$ cat config.mk
export PLATFORM = sky130hd
export DESIGN_NAME = data_cell_tx_queue
export DESIGN_NICKNAME = d
export VERILOG_FILES = /design/src/data_cell_tx_queue.v
export VERILOG_INCLUDE_DIRS = /design/src /design/src/pkg
export SDC_FILE = /design/constraint.sdc
export NUM_CORES = 1
export LEC_CHECK = 0
export CAP_MARGIN = 20
export CORE_UTILIZATION = 40
export DETAILED_ROUTE_END_ITERATION = 8
export DONT_BUFFER_PORTS = 1
export SETUP_SLACK_MARGIN = 0.1
export SYNTH_ARGS = -nofsm -noshare
export SYNTH_HDL_FRONTEND = slang
export SYNTH_SLANG_ARGS = --single-unit
$ cat constraint.sdc
create_clock -name i_clk -period 2.2 [get_ports i_clk]
set_input_delay 0.44 -clock i_clk [delete_from_list [all_inputs] [get_ports i_clk]]
set_output_delay 0.44 -clock i_clk [all_outputs]
set_load 0.01 [all_outputs]
$ cat src/pkg/data_cell_tx_queue_map.vh
`ifndef DATA_CELL_TX_QUEUE_MAP_VH
`define DATA_CELL_TX_QUEUE_MAP_VH

// ****************************************
// register indices (byte address = 4 * index)
// ****************************************
`define IDX_CELL_QUEUE_CONFIG        16'h1038
`define IDX_CELL_QUEUE_WRITE_POINTER 16'h103a
`define IDX_CELL_QUEUE_READ_POINTER  16'h103c
`define IDX_CELL_QUEUE_CONTROL       16'h103e
`define IDX_CELL_GAP_TIMEOUT         16'h1040
`define IDX_CELL_QUEUE_STATUS        16'h1042
`define IDX_EVENT_STATUS             16'h1050
`define IDX_EVENT_CLEAR              16'h1052
`define IDX_EVENT_ENABLE             16'h1054

// ****************************************
// field positions
// ****************************************
`define CTRL_QUEUE_ENABLE      0
`define CTRL_FREE_RUN          1
`define CTRL_EMPTY_REQ_ENABLE  2
`define STAT_BUFFER_EMPTY      0
`define EVT_CELL_SENT          0
`define EVT_BECAME_EMPTY       1

// ****************************************
// reset values
// ****************************************
`define RST_WRITE_POINTER 8'h00
`define RST_CONTROL       3'h0
`define RST_GAP           10'h001
`define RST_SIZE_CODE     2'h0
`define RST_EVENTS        2'h0

// ****************************************
// timing: one gap unit in master clock periods
// ****************************************
`define CELL_GAP_UNIT_CYCLES 65535

`endif

$ cat src/data_cell_tx_queue.v
`include "data_cell_tx_queue_map.vh"

module data_cell_tx_queue #(
  parameter P_GAP_UNIT_CYCLES = `CELL_GAP_UNIT_CYCLES
) (
  // clock and reset
  input  wire        i_clk,
  input  wire        i_rst_n,
  // avalon-mm slave
  input  wire [15:0] i_avs_address,
  input  wire        i_avs_read,
  input  wire        i_avs_write,
  input  wire [31:0] i_avs_writedata,
  input  wire [3:0]  i_avs_byteenable,
  output reg  [31:0] o_avs_readdata,
  output wire        o_avs_waitrequest,
  // cell sender
  input  wire        i_cbr_busy,
  input  wire        i_cell_ready,
  output wire        o_cell_valid,
  output reg  [6:0]  o_cell_index,
  // cpu requests
  output wire        o_service_req,
  output wire        o_irq
);

  // ****************************************
  // bus slave
  // ****************************************
  reg         ack_q;
  wire        req;
  wire        wr_go;
  reg  [7:0]  wp_q;
  reg  [2:0]  ctrl_q;
  reg  [9:0]  gap_q;
  reg  [1:0]  size_q;
  reg  [1:0]  evt_stat_q;
  reg  [1:0]  evt_en_q;
  reg         empty_q;
  wire [15:0] idx;

  function hit;
    input [15:0] a;
    input [15:0] i;
    begin
      hit = (a == i);
    end
  endfunction

  assign idx   = {2'b00, i_avs_address[15:2]};
  assign req   = i_avs_read | i_avs_write;
  assign wr_go = i_avs_write & ack_q;
  // one wait state: request seen, then answered
  assign o_avs_waitrequest = req & ~ack_q;

  always @(posedge i_clk or negedge i_rst_n) begin
    if (!i_rst_n) begin
      ack_q <= 1'b0;
    end else begin
      ack_q <= req & ~ack_q;
    end
  end

  reg [15:0] rd_d;
  always @* begin
    rd_d = 16'h0000;
    if (hit(idx, `IDX_CELL_QUEUE_CONFIG)) begin
      rd_d = {14'h0000, size_q};
    end else if (hit(idx, `IDX_CELL_QUEUE_WRITE_POINTER)) begin
      rd_d = {8'h00, wp_q};
    end else if (hit(idx, `IDX_CELL_QUEUE_READ_POINTER)) begin
      rd_d = {9'h000, o_cell_index};
    end else if (hit(idx, `IDX_CELL_QUEUE_CONTROL)) begin
      rd_d = {13'h0000, ctrl_q};
    end else if (hit(idx, `IDX_CELL_GAP_TIMEOUT)) begin
      rd_d = {6'h00, gap_q};
    end else if (hit(idx, `IDX_CELL_QUEUE_STATUS)) begin
      rd_d = {15'h0000, empty_q};
    end else if (hit(idx, `IDX_EVENT_STATUS)) begin
      rd_d = {14'h0000, evt_stat_q};
    end else if (hit(idx, `IDX_EVENT_ENABLE)) begin
      rd_d = {14'h0000, evt_en_q};
    end
  end

  always @(posedge i_clk or negedge i_rst_n) begin
    if (!i_rst_n) begin
      o_avs_readdata <= 32'h00000000;
    end else if (i_avs_read & ~ack_q) begin
      o_avs_readdata <= {16'h0000, rd_d};
    end
  end

  // ****************************************
  // software registers
  // ****************************************
  wire be_lo;
  wire be_hi;
  assign be_lo = wr_go & i_avs_byteenable[0];
  assign be_hi = wr_go & i_avs_byteenable[1];

  reg  [7:0] wp_d;
  reg  [2:0] ctrl_d;
  reg  [9:0] gap_d;
  reg  [1:0] size_d;
  reg  [1:0] evt_en_d;

  // read-only and unmapped indices fall through untouched
  always @* begin
    wp_d     = wp_q;
    ctrl_d   = ctrl_q;
    gap_d    = gap_q;
    size_d   = size_q;
    evt_en_d = evt_en_q;
    if (be_lo & hit(idx, `IDX_CELL_QUEUE_WRITE_POINTER)) begin
      wp_d = i_avs_writedata[7:0];
    end
    if (be_lo & hit(idx, `IDX_CELL_QUEUE_CONTROL)) begin
      ctrl_d = i_avs_writedata[2:0];
    end
    if (be_lo & hit(idx, `IDX_CELL_QUEUE_CONFIG)) begin
      size_d = i_avs_writedata[1:0];
    end
    if (be_lo & hit(idx, `IDX_CELL_GAP_TIMEOUT)) begin
      gap_d[7:0] = i_avs_writedata[7:0];
    end
    if (be_hi & hit(idx, `IDX_CELL_GAP_TIMEOUT)) begin
      gap_d[9:8] = i_avs_writedata[9:8];
    end
    if (be_lo & hit(idx, `IDX_EVENT_ENABLE)) begin
      evt_en_d = i_avs_writedata[1:0];
    end
  end

  always @(posedge i_clk or negedge i_rst_n) begin
    if (!i_rst_n) begin
      wp_q     <= `RST_WRITE_POINTER;
      ctrl_q   <= `RST_CONTROL;
      gap_q    <= `RST_GAP;
      size_q   <= `RST_SIZE_CODE;
      evt_en_q <= `RST_EVENTS;
    end else begin
      wp_q     <= wp_d;
      ctrl_q   <= ctrl_d;
      gap_q    <= gap_d;
      size_q   <= size_d;
      evt_en_q <= evt_en_d;
    end
  end

  wire queue_enable;
  wire free_run;
  wire empty_request_enable;
  assign queue_enable         = ctrl_q[`CTRL_QUEUE_ENABLE];
  assign free_run             = ctrl_q[`CTRL_FREE_RUN];
  assign empty_request_enable = ctrl_q[`CTRL_EMPTY_REQ_ENABLE];

  // ****************************************
  // gap timer
  // ****************************************
  reg  [15:0] unit_cnt_q;
  reg  [9:0]  gap_cnt_q;
  reg         gap_done_q;
  wire        unit_tick;
  wire        cell_sent;
  reg  [15:0] unit_cnt_d;
  reg  [9:0]  gap_cnt_d;
  reg         gap_done_d;
  localparam integer UNIT_LAST_INT = P_GAP_UNIT_CYCLES - 1;
  localparam [15:0]  UNIT_LAST     = UNIT_LAST_INT[15:0];

  assign unit_tick = (unit_cnt_q == UNIT_LAST);

  // timer restarts with every sent cell, so the gap is cell to cell
  always @* begin
    unit_cnt_d = unit_cnt_q;
    gap_cnt_d  = gap_cnt_q;
    gap_done_d = gap_done_q;
    if (cell_sent | ~queue_enable | free_run) begin
      unit_cnt_d = 16'h0000;
      gap_cnt_d  = 10'h000;
      gap_done_d = 1'b0;
    end else if (!gap_done_q) begin
      if (unit_tick) begin
        unit_cnt_d = 16'h0000;
        gap_cnt_d  = gap_cnt_q + 10'h001;
        if (gap_cnt_q + 10'h001 == gap_q) begin
          gap_done_d = 1'b1;
        end
      end else begin
        unit_cnt_d = unit_cnt_q + 16'h0001;
      end
    end
  end

  always @(posedge i_clk or negedge i_rst_n) begin
    if (!i_rst_n) begin
      unit_cnt_q <= 16'h0000;
      gap_cnt_q  <= 10'h000;
      gap_done_q <= 1'b0;
    end else begin
      unit_cnt_q <= unit_cnt_d;
      gap_cnt_q  <= gap_cnt_d;
      gap_done_q <= gap_done_d;
    end
  end

  // ****************************************
  // send pointer and cell handshake
  // ****************************************
  wire       pending;
  wire       pace_ok;
  reg  [6:0] wrap_mask;

  always @* begin
    case (size_q)
      2'h0:    wrap_mask = 7'h0f;
      2'h1:    wrap_mask = 7'h1f;
      2'h2:    wrap_mask = 7'h3f;
      default: wrap_mask = 7'h7f;
    endcase
  end

  // the cell under the write pointer is still being filled
  assign pending = ({1'b0, o_cell_index} != wp_q);
  assign pace_ok = free_run ? ~i_cbr_busy
                            : (gap_done_q & (gap_q != 10'h000));
  assign o_cell_valid = queue_enable & pending & pace_ok;
  assign cell_sent    = o_cell_valid & i_cell_ready;

  reg  [6:0] idx_d;

  always @* begin
    idx_d = o_cell_index;
    if (!queue_enable) begin
      idx_d = 7'h00;
    end else if (cell_sent) begin
      idx_d = (o_cell_index + 7'h01) & wrap_mask;
    end
  end

  always @(posedge i_clk or negedge i_rst_n) begin
    if (!i_rst_n) begin
      o_cell_index <= 7'h00;
    end else begin
      o_cell_index <= idx_d;
    end
  end

  // ****************************************
  // empty flag and service request
  // ****************************************
  wire empty_d;
  assign empty_d = queue_enable & ~pending;

  always @(posedge i_clk or negedge i_rst_n) begin
    if (!i_rst_n) begin
      empty_q <= 1'b0;
    end else begin
      empty_q <= empty_d;
    end
  end

  assign o_service_req = empty_q & empty_request_enable;

  // ****************************************
  // event interrupts
  // ****************************************
  wire [1:0] evt_set;
  wire [1:0] evt_clr;
  assign evt_set = {empty_d & ~empty_q, cell_sent};
  assign evt_clr = (be_lo & hit(idx, `IDX_EVENT_CLEAR))
                   ? i_avs_writedata[1:0] : 2'b00;

  genvar g;
  generate
    for (g = 0; g < 2; g = g + 1) begin : g_evt
      always @(posedge i_clk or negedge i_rst_n) begin
        if (!i_rst_n) begin
          evt_stat_q[g] <= 1'b0;
        end else if (evt_set[g]) begin
          evt_stat_q[g] <= 1'b1;
        end else if (evt_clr[g]) begin
          evt_stat_q[g] <= 1'b0;
        end
      end
    end
  endgenerate

  assign o_irq = |(evt_stat_q & evt_en_q);

endmodule

* After elaboration in Yosys (flattened, before gate mapping)
Index checks and enable logic that the tools add are counted.
** Word-level totals
- Bits in registers :: 79
- Latch bits :: 0
- RAM bits :: 0
- ROM bits :: 0
- Input port bits :: 58
- Word-level logic and storage cells :: 97
- Memories kept :: 0
** Operators by class
- Add/sub/neg operators :: 3
- $mul :: 0
- Divide/modulo/power cells :: 0
- Magnitude comparators :: 0
- Equal/unequal tests :: 16
- Shift operators :: 0
- Mux-type cells :: 27
- Bitwise logic cells :: 29
- Reductions and logical operators :: 7
** Operators with widths (number)
- equality test 14 x 13 -> 1 bit (second input constant) :: 9
- two-way mux 10 bit :: 7
- two-way mux 16 bit :: 4
- case mux 7 bit (3 select lines) :: 1
- bitwise AND 1 bit :: 19
- adder 16 x 1 -> 16 bit (second input constant) :: 1
- equality test 16 bit (second input constant) :: 1
- two-way mux 7 bit :: 2
- adder 10 x 1 -> 10 bit (second input constant) :: 1
- equality test 10 bit :: 1
- nonzero test 10 bit :: 1
- two-way mux 1 bit :: 9
- two-way mux 2 bit :: 4
- != test 7 x 8 -> 1 bit :: 1
- adder 7 x 1 -> 7 bit (second input constant) :: 1
- bitwise AND 7 bit :: 1
- nonzero test 2 bit :: 3
- NOT 1 bit :: 5
- != test 2 x 1 -> 1 bit (second input constant) :: 2
- OR 1 bit :: 3
- bitwise AND 2 bit :: 1
- equality test 2 x 1 -> 1 bit (second input constant) :: 1
- equality test 2 bit (second input constant) :: 1
- logical NOT 2 bit :: 1
- 2 further kinds :: 2

* Depth between registers and ports, before layout
- Depth after elaboration :: 9
- Gate-level depth with buffers :: 8

* Least setup slack after synthesis
OpenSTA, ideal clock, no wires.
- Kind :: input to register
- Start :: input port i_avs_address[7]
- End :: register gap_q[2]
- Data arrival time :: 2.003 ns
- Slack :: 0.072 ns
- Stages on the path :: 6
- Buffers on the path :: 1
- Cell sequence :: or4b_4 or2_4 nor4_4 and2b_1 buf_6 mux2_2
** On the way
- Longest elaborated chain between the ends :: 2
** RTL lines
- start, declared :: RTL line data_cell_tx_queue.v:10 : input wire [15:0] i_avs_address,
- equality test 14 x 13 -> 1 bit :: RTL line data_cell_tx_queue.v:46 : hit = (a == i);
- bitwise AND 1 bit :: RTL line data_cell_tx_queue.v:124 : if (be_lo & hit(idx, `IDX_CELL_GAP_TIMEOUT)) begin
- end signal, assigned :: RTL line data_cell_tx_queue.v:139 : gap_q <= `RST_GAP;
- end signal, assigned :: RTL line data_cell_tx_queue.v:145 : gap_q <= gap_d;
- end, declared :: RTL line data_cell_tx_queue.v:35 : reg [9:0] gap_q;
No other way between the ends.
A chain may end at the register's enable or synchronous reset.

* Worst setup path in the final report
- Start :: register wp_q[3]
- End :: output port o_cell_valid
** On the way
- Longest elaborated chain between the ends :: 3
** RTL lines
- start, declared :: RTL line data_cell_tx_queue.v:33 : reg [7:0] wp_q;
- start signal, assigned :: RTL line data_cell_tx_queue.v:137 : wp_q <= `RST_WRITE_POINTER;
- start signal, assigned :: RTL line data_cell_tx_queue.v:143 : wp_q <= wp_d;
- != test 7 x 8 -> 1 bit :: RTL line data_cell_tx_queue.v:225 : assign pending = ({1'b0, o_cell_index} != wp_q);
- bitwise AND 1 bit (2 in series) :: RTL line data_cell_tx_queue.v:228 : assign o_cell_valid = queue_enable & pending & pace_ok;
- end, declared :: RTL line data_cell_tx_queue.v:20 : output wire o_cell_valid,
No other way between the ends.

==> metrics.csv <==
metric;value;unit
cts_buffers;9;
fin_crit;2.17;ns
grt_pass1_vias;3447;
ys_ff_latch;73;
clk_pin_slew_worst_paths;0.06;ns
port_buffers;0;
hold_violations;73;
layout-drive-gt1-share;0.240;
syn_to_final_growth;15.7;%
critPathArrivalTime;1.73;ns
wirelength;11000;um
grt.total_usage;0.200;
hpwl;7820;um
status;finished with violations;
ys_top_cells_by_count;dfrtp_1, nand3_1, nand2_1;
post-route-drc-count;0;
antenna_found_initial;0;
start_util;0.416;
synth_area_leaders;dfrtp_1, mux2_2, nand3_1, buf_4, mux2i_1;
holdWs;-0.201;ns
synth.most_common_cell;dfrtp_1;
worst-setup-path-type;reg2out;
ys.flop_type;dfrtp_1;
fin_worst_skew;0.00598;ns
worstSkewPairLatency;0.33;ns
path_max_fanout;3;
violations;hold timing;
die-area;11800;sq um
relSlewSlack;0.619;
required;1.76;ns
synth-edff-count;0;
syn_area;4560;sq um
ys_seq_area_frac;0.400;
synth-async-reset-ratio;1.00;
cellPowerDensity;579;nW/um^2
vias;3574;
timing.fmax;462;MHz
rsz0062_at_grt;true;
max_cap_violations;0;
die_w;109;um
overflow;0;
grt_max_degree;74;
synth_top_area_share;0.395;
h-tree-depth;3;
firstDrtPassIters;6;
setup_tns;0;ns
netlist.top_cell.by_area;dfrtp_1;
nNetsFinal;545;
hp-class;in2async;
num_rows;38;
cts_sinks;73;
tightest_slew;0.572;ns
ir_drop;464;uV
drt-initial-drc-count;271;
syn_avg_cell_area;9.99;sq um
antenna_cells;0;
clock_path_buffers;2;
gp_congestion;0.843;
drv_slew;0;
power_leakage;2.19;nW
period_share;0.984;
synth_cell_type_count;73;
wire_per_inst;17.6;um
placed_area;4810;sq um
antenna_left;0;
design_area;5280;sq um
grt_pass1_wl;17900;um
cts_tree;done;
viasPerCell;5.69;
cp-end-kind;primary output;
setup-violations-final;0;
start_kind;flip-flop;
core_area;11000;sq um
synth_warnings;0;
die_h;109;um
total_power;0.00306;W
io_pins;101;
postLayoutCoreUtil;0.481;
synth_cells;457;
clockRootBuffer;clkbuf_16;
==> cells in the final DEF, fill, tap and decap left out, drive strengths merged, types with 3 or more instances in the layout <==
cell type / netlist / routed
a2111oi: 4 / 4
a211o: 3 / 3
a211oi: 10 / 10
a21oi: 11 / 11
a221oi: 3 / 3
a22oi: 3 / 3
a31oi: 3 / 3
and2: 5 / 5
and3: 5 / 5
buf: 35 / 38
clkbuf: 10 / 11
conb: 1 / 22
dfrtp: 72 / 72
ha: 4 / 4
inv: 14 / 15
mux2: 27 / 27
mux2i: 17 / 17
nand2: 35 / 35
nand2b: 4 / 4
nand3: 41 / 41
nand3b: 12 / 12
nand4: 11 / 11
nor2: 29 / 29
nor3: 7 / 7
nor4: 10 / 10
o211ai: 4 / 4
o21ai: 8 / 8
o221ai: 5 / 5
or3: 4 / 4
or4: 4 / 4
xnor2: 14 / 14
xor2: 14 / 14
==> critical path, stage by stage (launching register included) <==
cell	delay, ns
dfrtp_1	0.40
xor2_1	0.17
or4_4	0.57
nor2_4	0.19
nor2_4	0.07
==> flip-flops by register name (all words and copies together) (netlist names) <==
signal and cells:
gap_q 10, unit_cnt_q 16, gap_done_q 1, o_avs_readdata 10
empty_q 1, evt_en_q 2, evt_stat_q 2, wp_q 8
size_q 2, gap_cnt_q 10, ack_q 1, o_cell_index 7
ctrl_q 3
==> final cells by class <==
cell class              instances  area [sq um]
fillers                       989          5700
multi-input cells             346          2530
flip-flops and latches         73          1830
repair buffers                 39           368
clock buffers                  10           239
well taps                     140           175
clock inverters                 6          90.1
inverters                      14          52.6
==> report_power, final <==
part | internal, W | total (W) | switching [W] | leakage (nW)
Sequential | 0.00136 | 0.00138 | 0.0000166 | 1.01
Combinational | 0.0000239 | 0.0000739 | 0.0000500 | 1.02
Clock | 0.00103 | 0.00161 | 0.000579 | 0.159
Total | 0.00241 | 0.00306 | 0.000646 | 2.19
==> cells by family (layout without fill, tap and decap cells) <==
kind of cell               count (synthesis)  count (layout)  synth area share
buffers and inverters                     59              69            0.0803
other                                      1              22          0.000822
DFF                                       73              73             0.400
xor gates and xnor gates                  28              28            0.0537
and+or+nand+nor                          180             180             0.227
muxes                                     44              44             0.104
adders and majority gates                  4               4            0.0110
AOI/OAI and AO/OA                         68              68             0.123
==> metal layers <==
metal | track usage | wire length (um)
met4 | 0.0598 | 188
met2 | 0.322 | 5410
met1 | 0.254 | 4730
met3 | 0.0634 | 698
met5 | 0 | 0
==> metrics by stage <==
step | cells | setup slack [ns]
after floorplan | 478 | 0.0724
after global placement | 607 | -0.0752
after detailed placement | 607 | -0.113
after CTS | 624 | 0.0290
after global routing | 628 | -0.0124
final | 628 | 0.0342
==> worst paths after layout <==
kind | from | end | slack [ns] | cells after the start
worst max-delay path | wp_q[3]$_DFFE_PN0P_ | o_cell_valid | 0.03 | 4
worst min-delay path | i_rst_n | unit_cnt_q[9]$_DFFE_PN0P_ | -0.20 | 0
worst max register to register | wp_q[3]$_DFFE_PN0P_ | unit_cnt_q[7]$_DFFE_PN0P_ | 0.05 | 7
worst min register to register | evt_en_q[0]$_DFFE_PN0P_ | evt_en_q[0]$_DFFE_PN0P_ | 0.53 | 1
max in group asynchronous | i_rst_n | gap_q[0]$_DFFE_PN1P_ | 2.18 | 0
min in group i_clk | i_avs_writedata[1] | gap_q[1]$_DFFE_PN0P_ | 0.24 | 1
==> repair_timing <==
action | 4_1_cts | 5_1_grt
pin swaps | 1 | 8
gates resized for setup | 4 | 18
setup endpoints to repair | 3 | 18
gates cloned | 0 | 1
buffers inserted | 1 | 3
endpoints found under the hold margin | 73 | 73
Note: power is estimated with default switching activity, not from simulation.
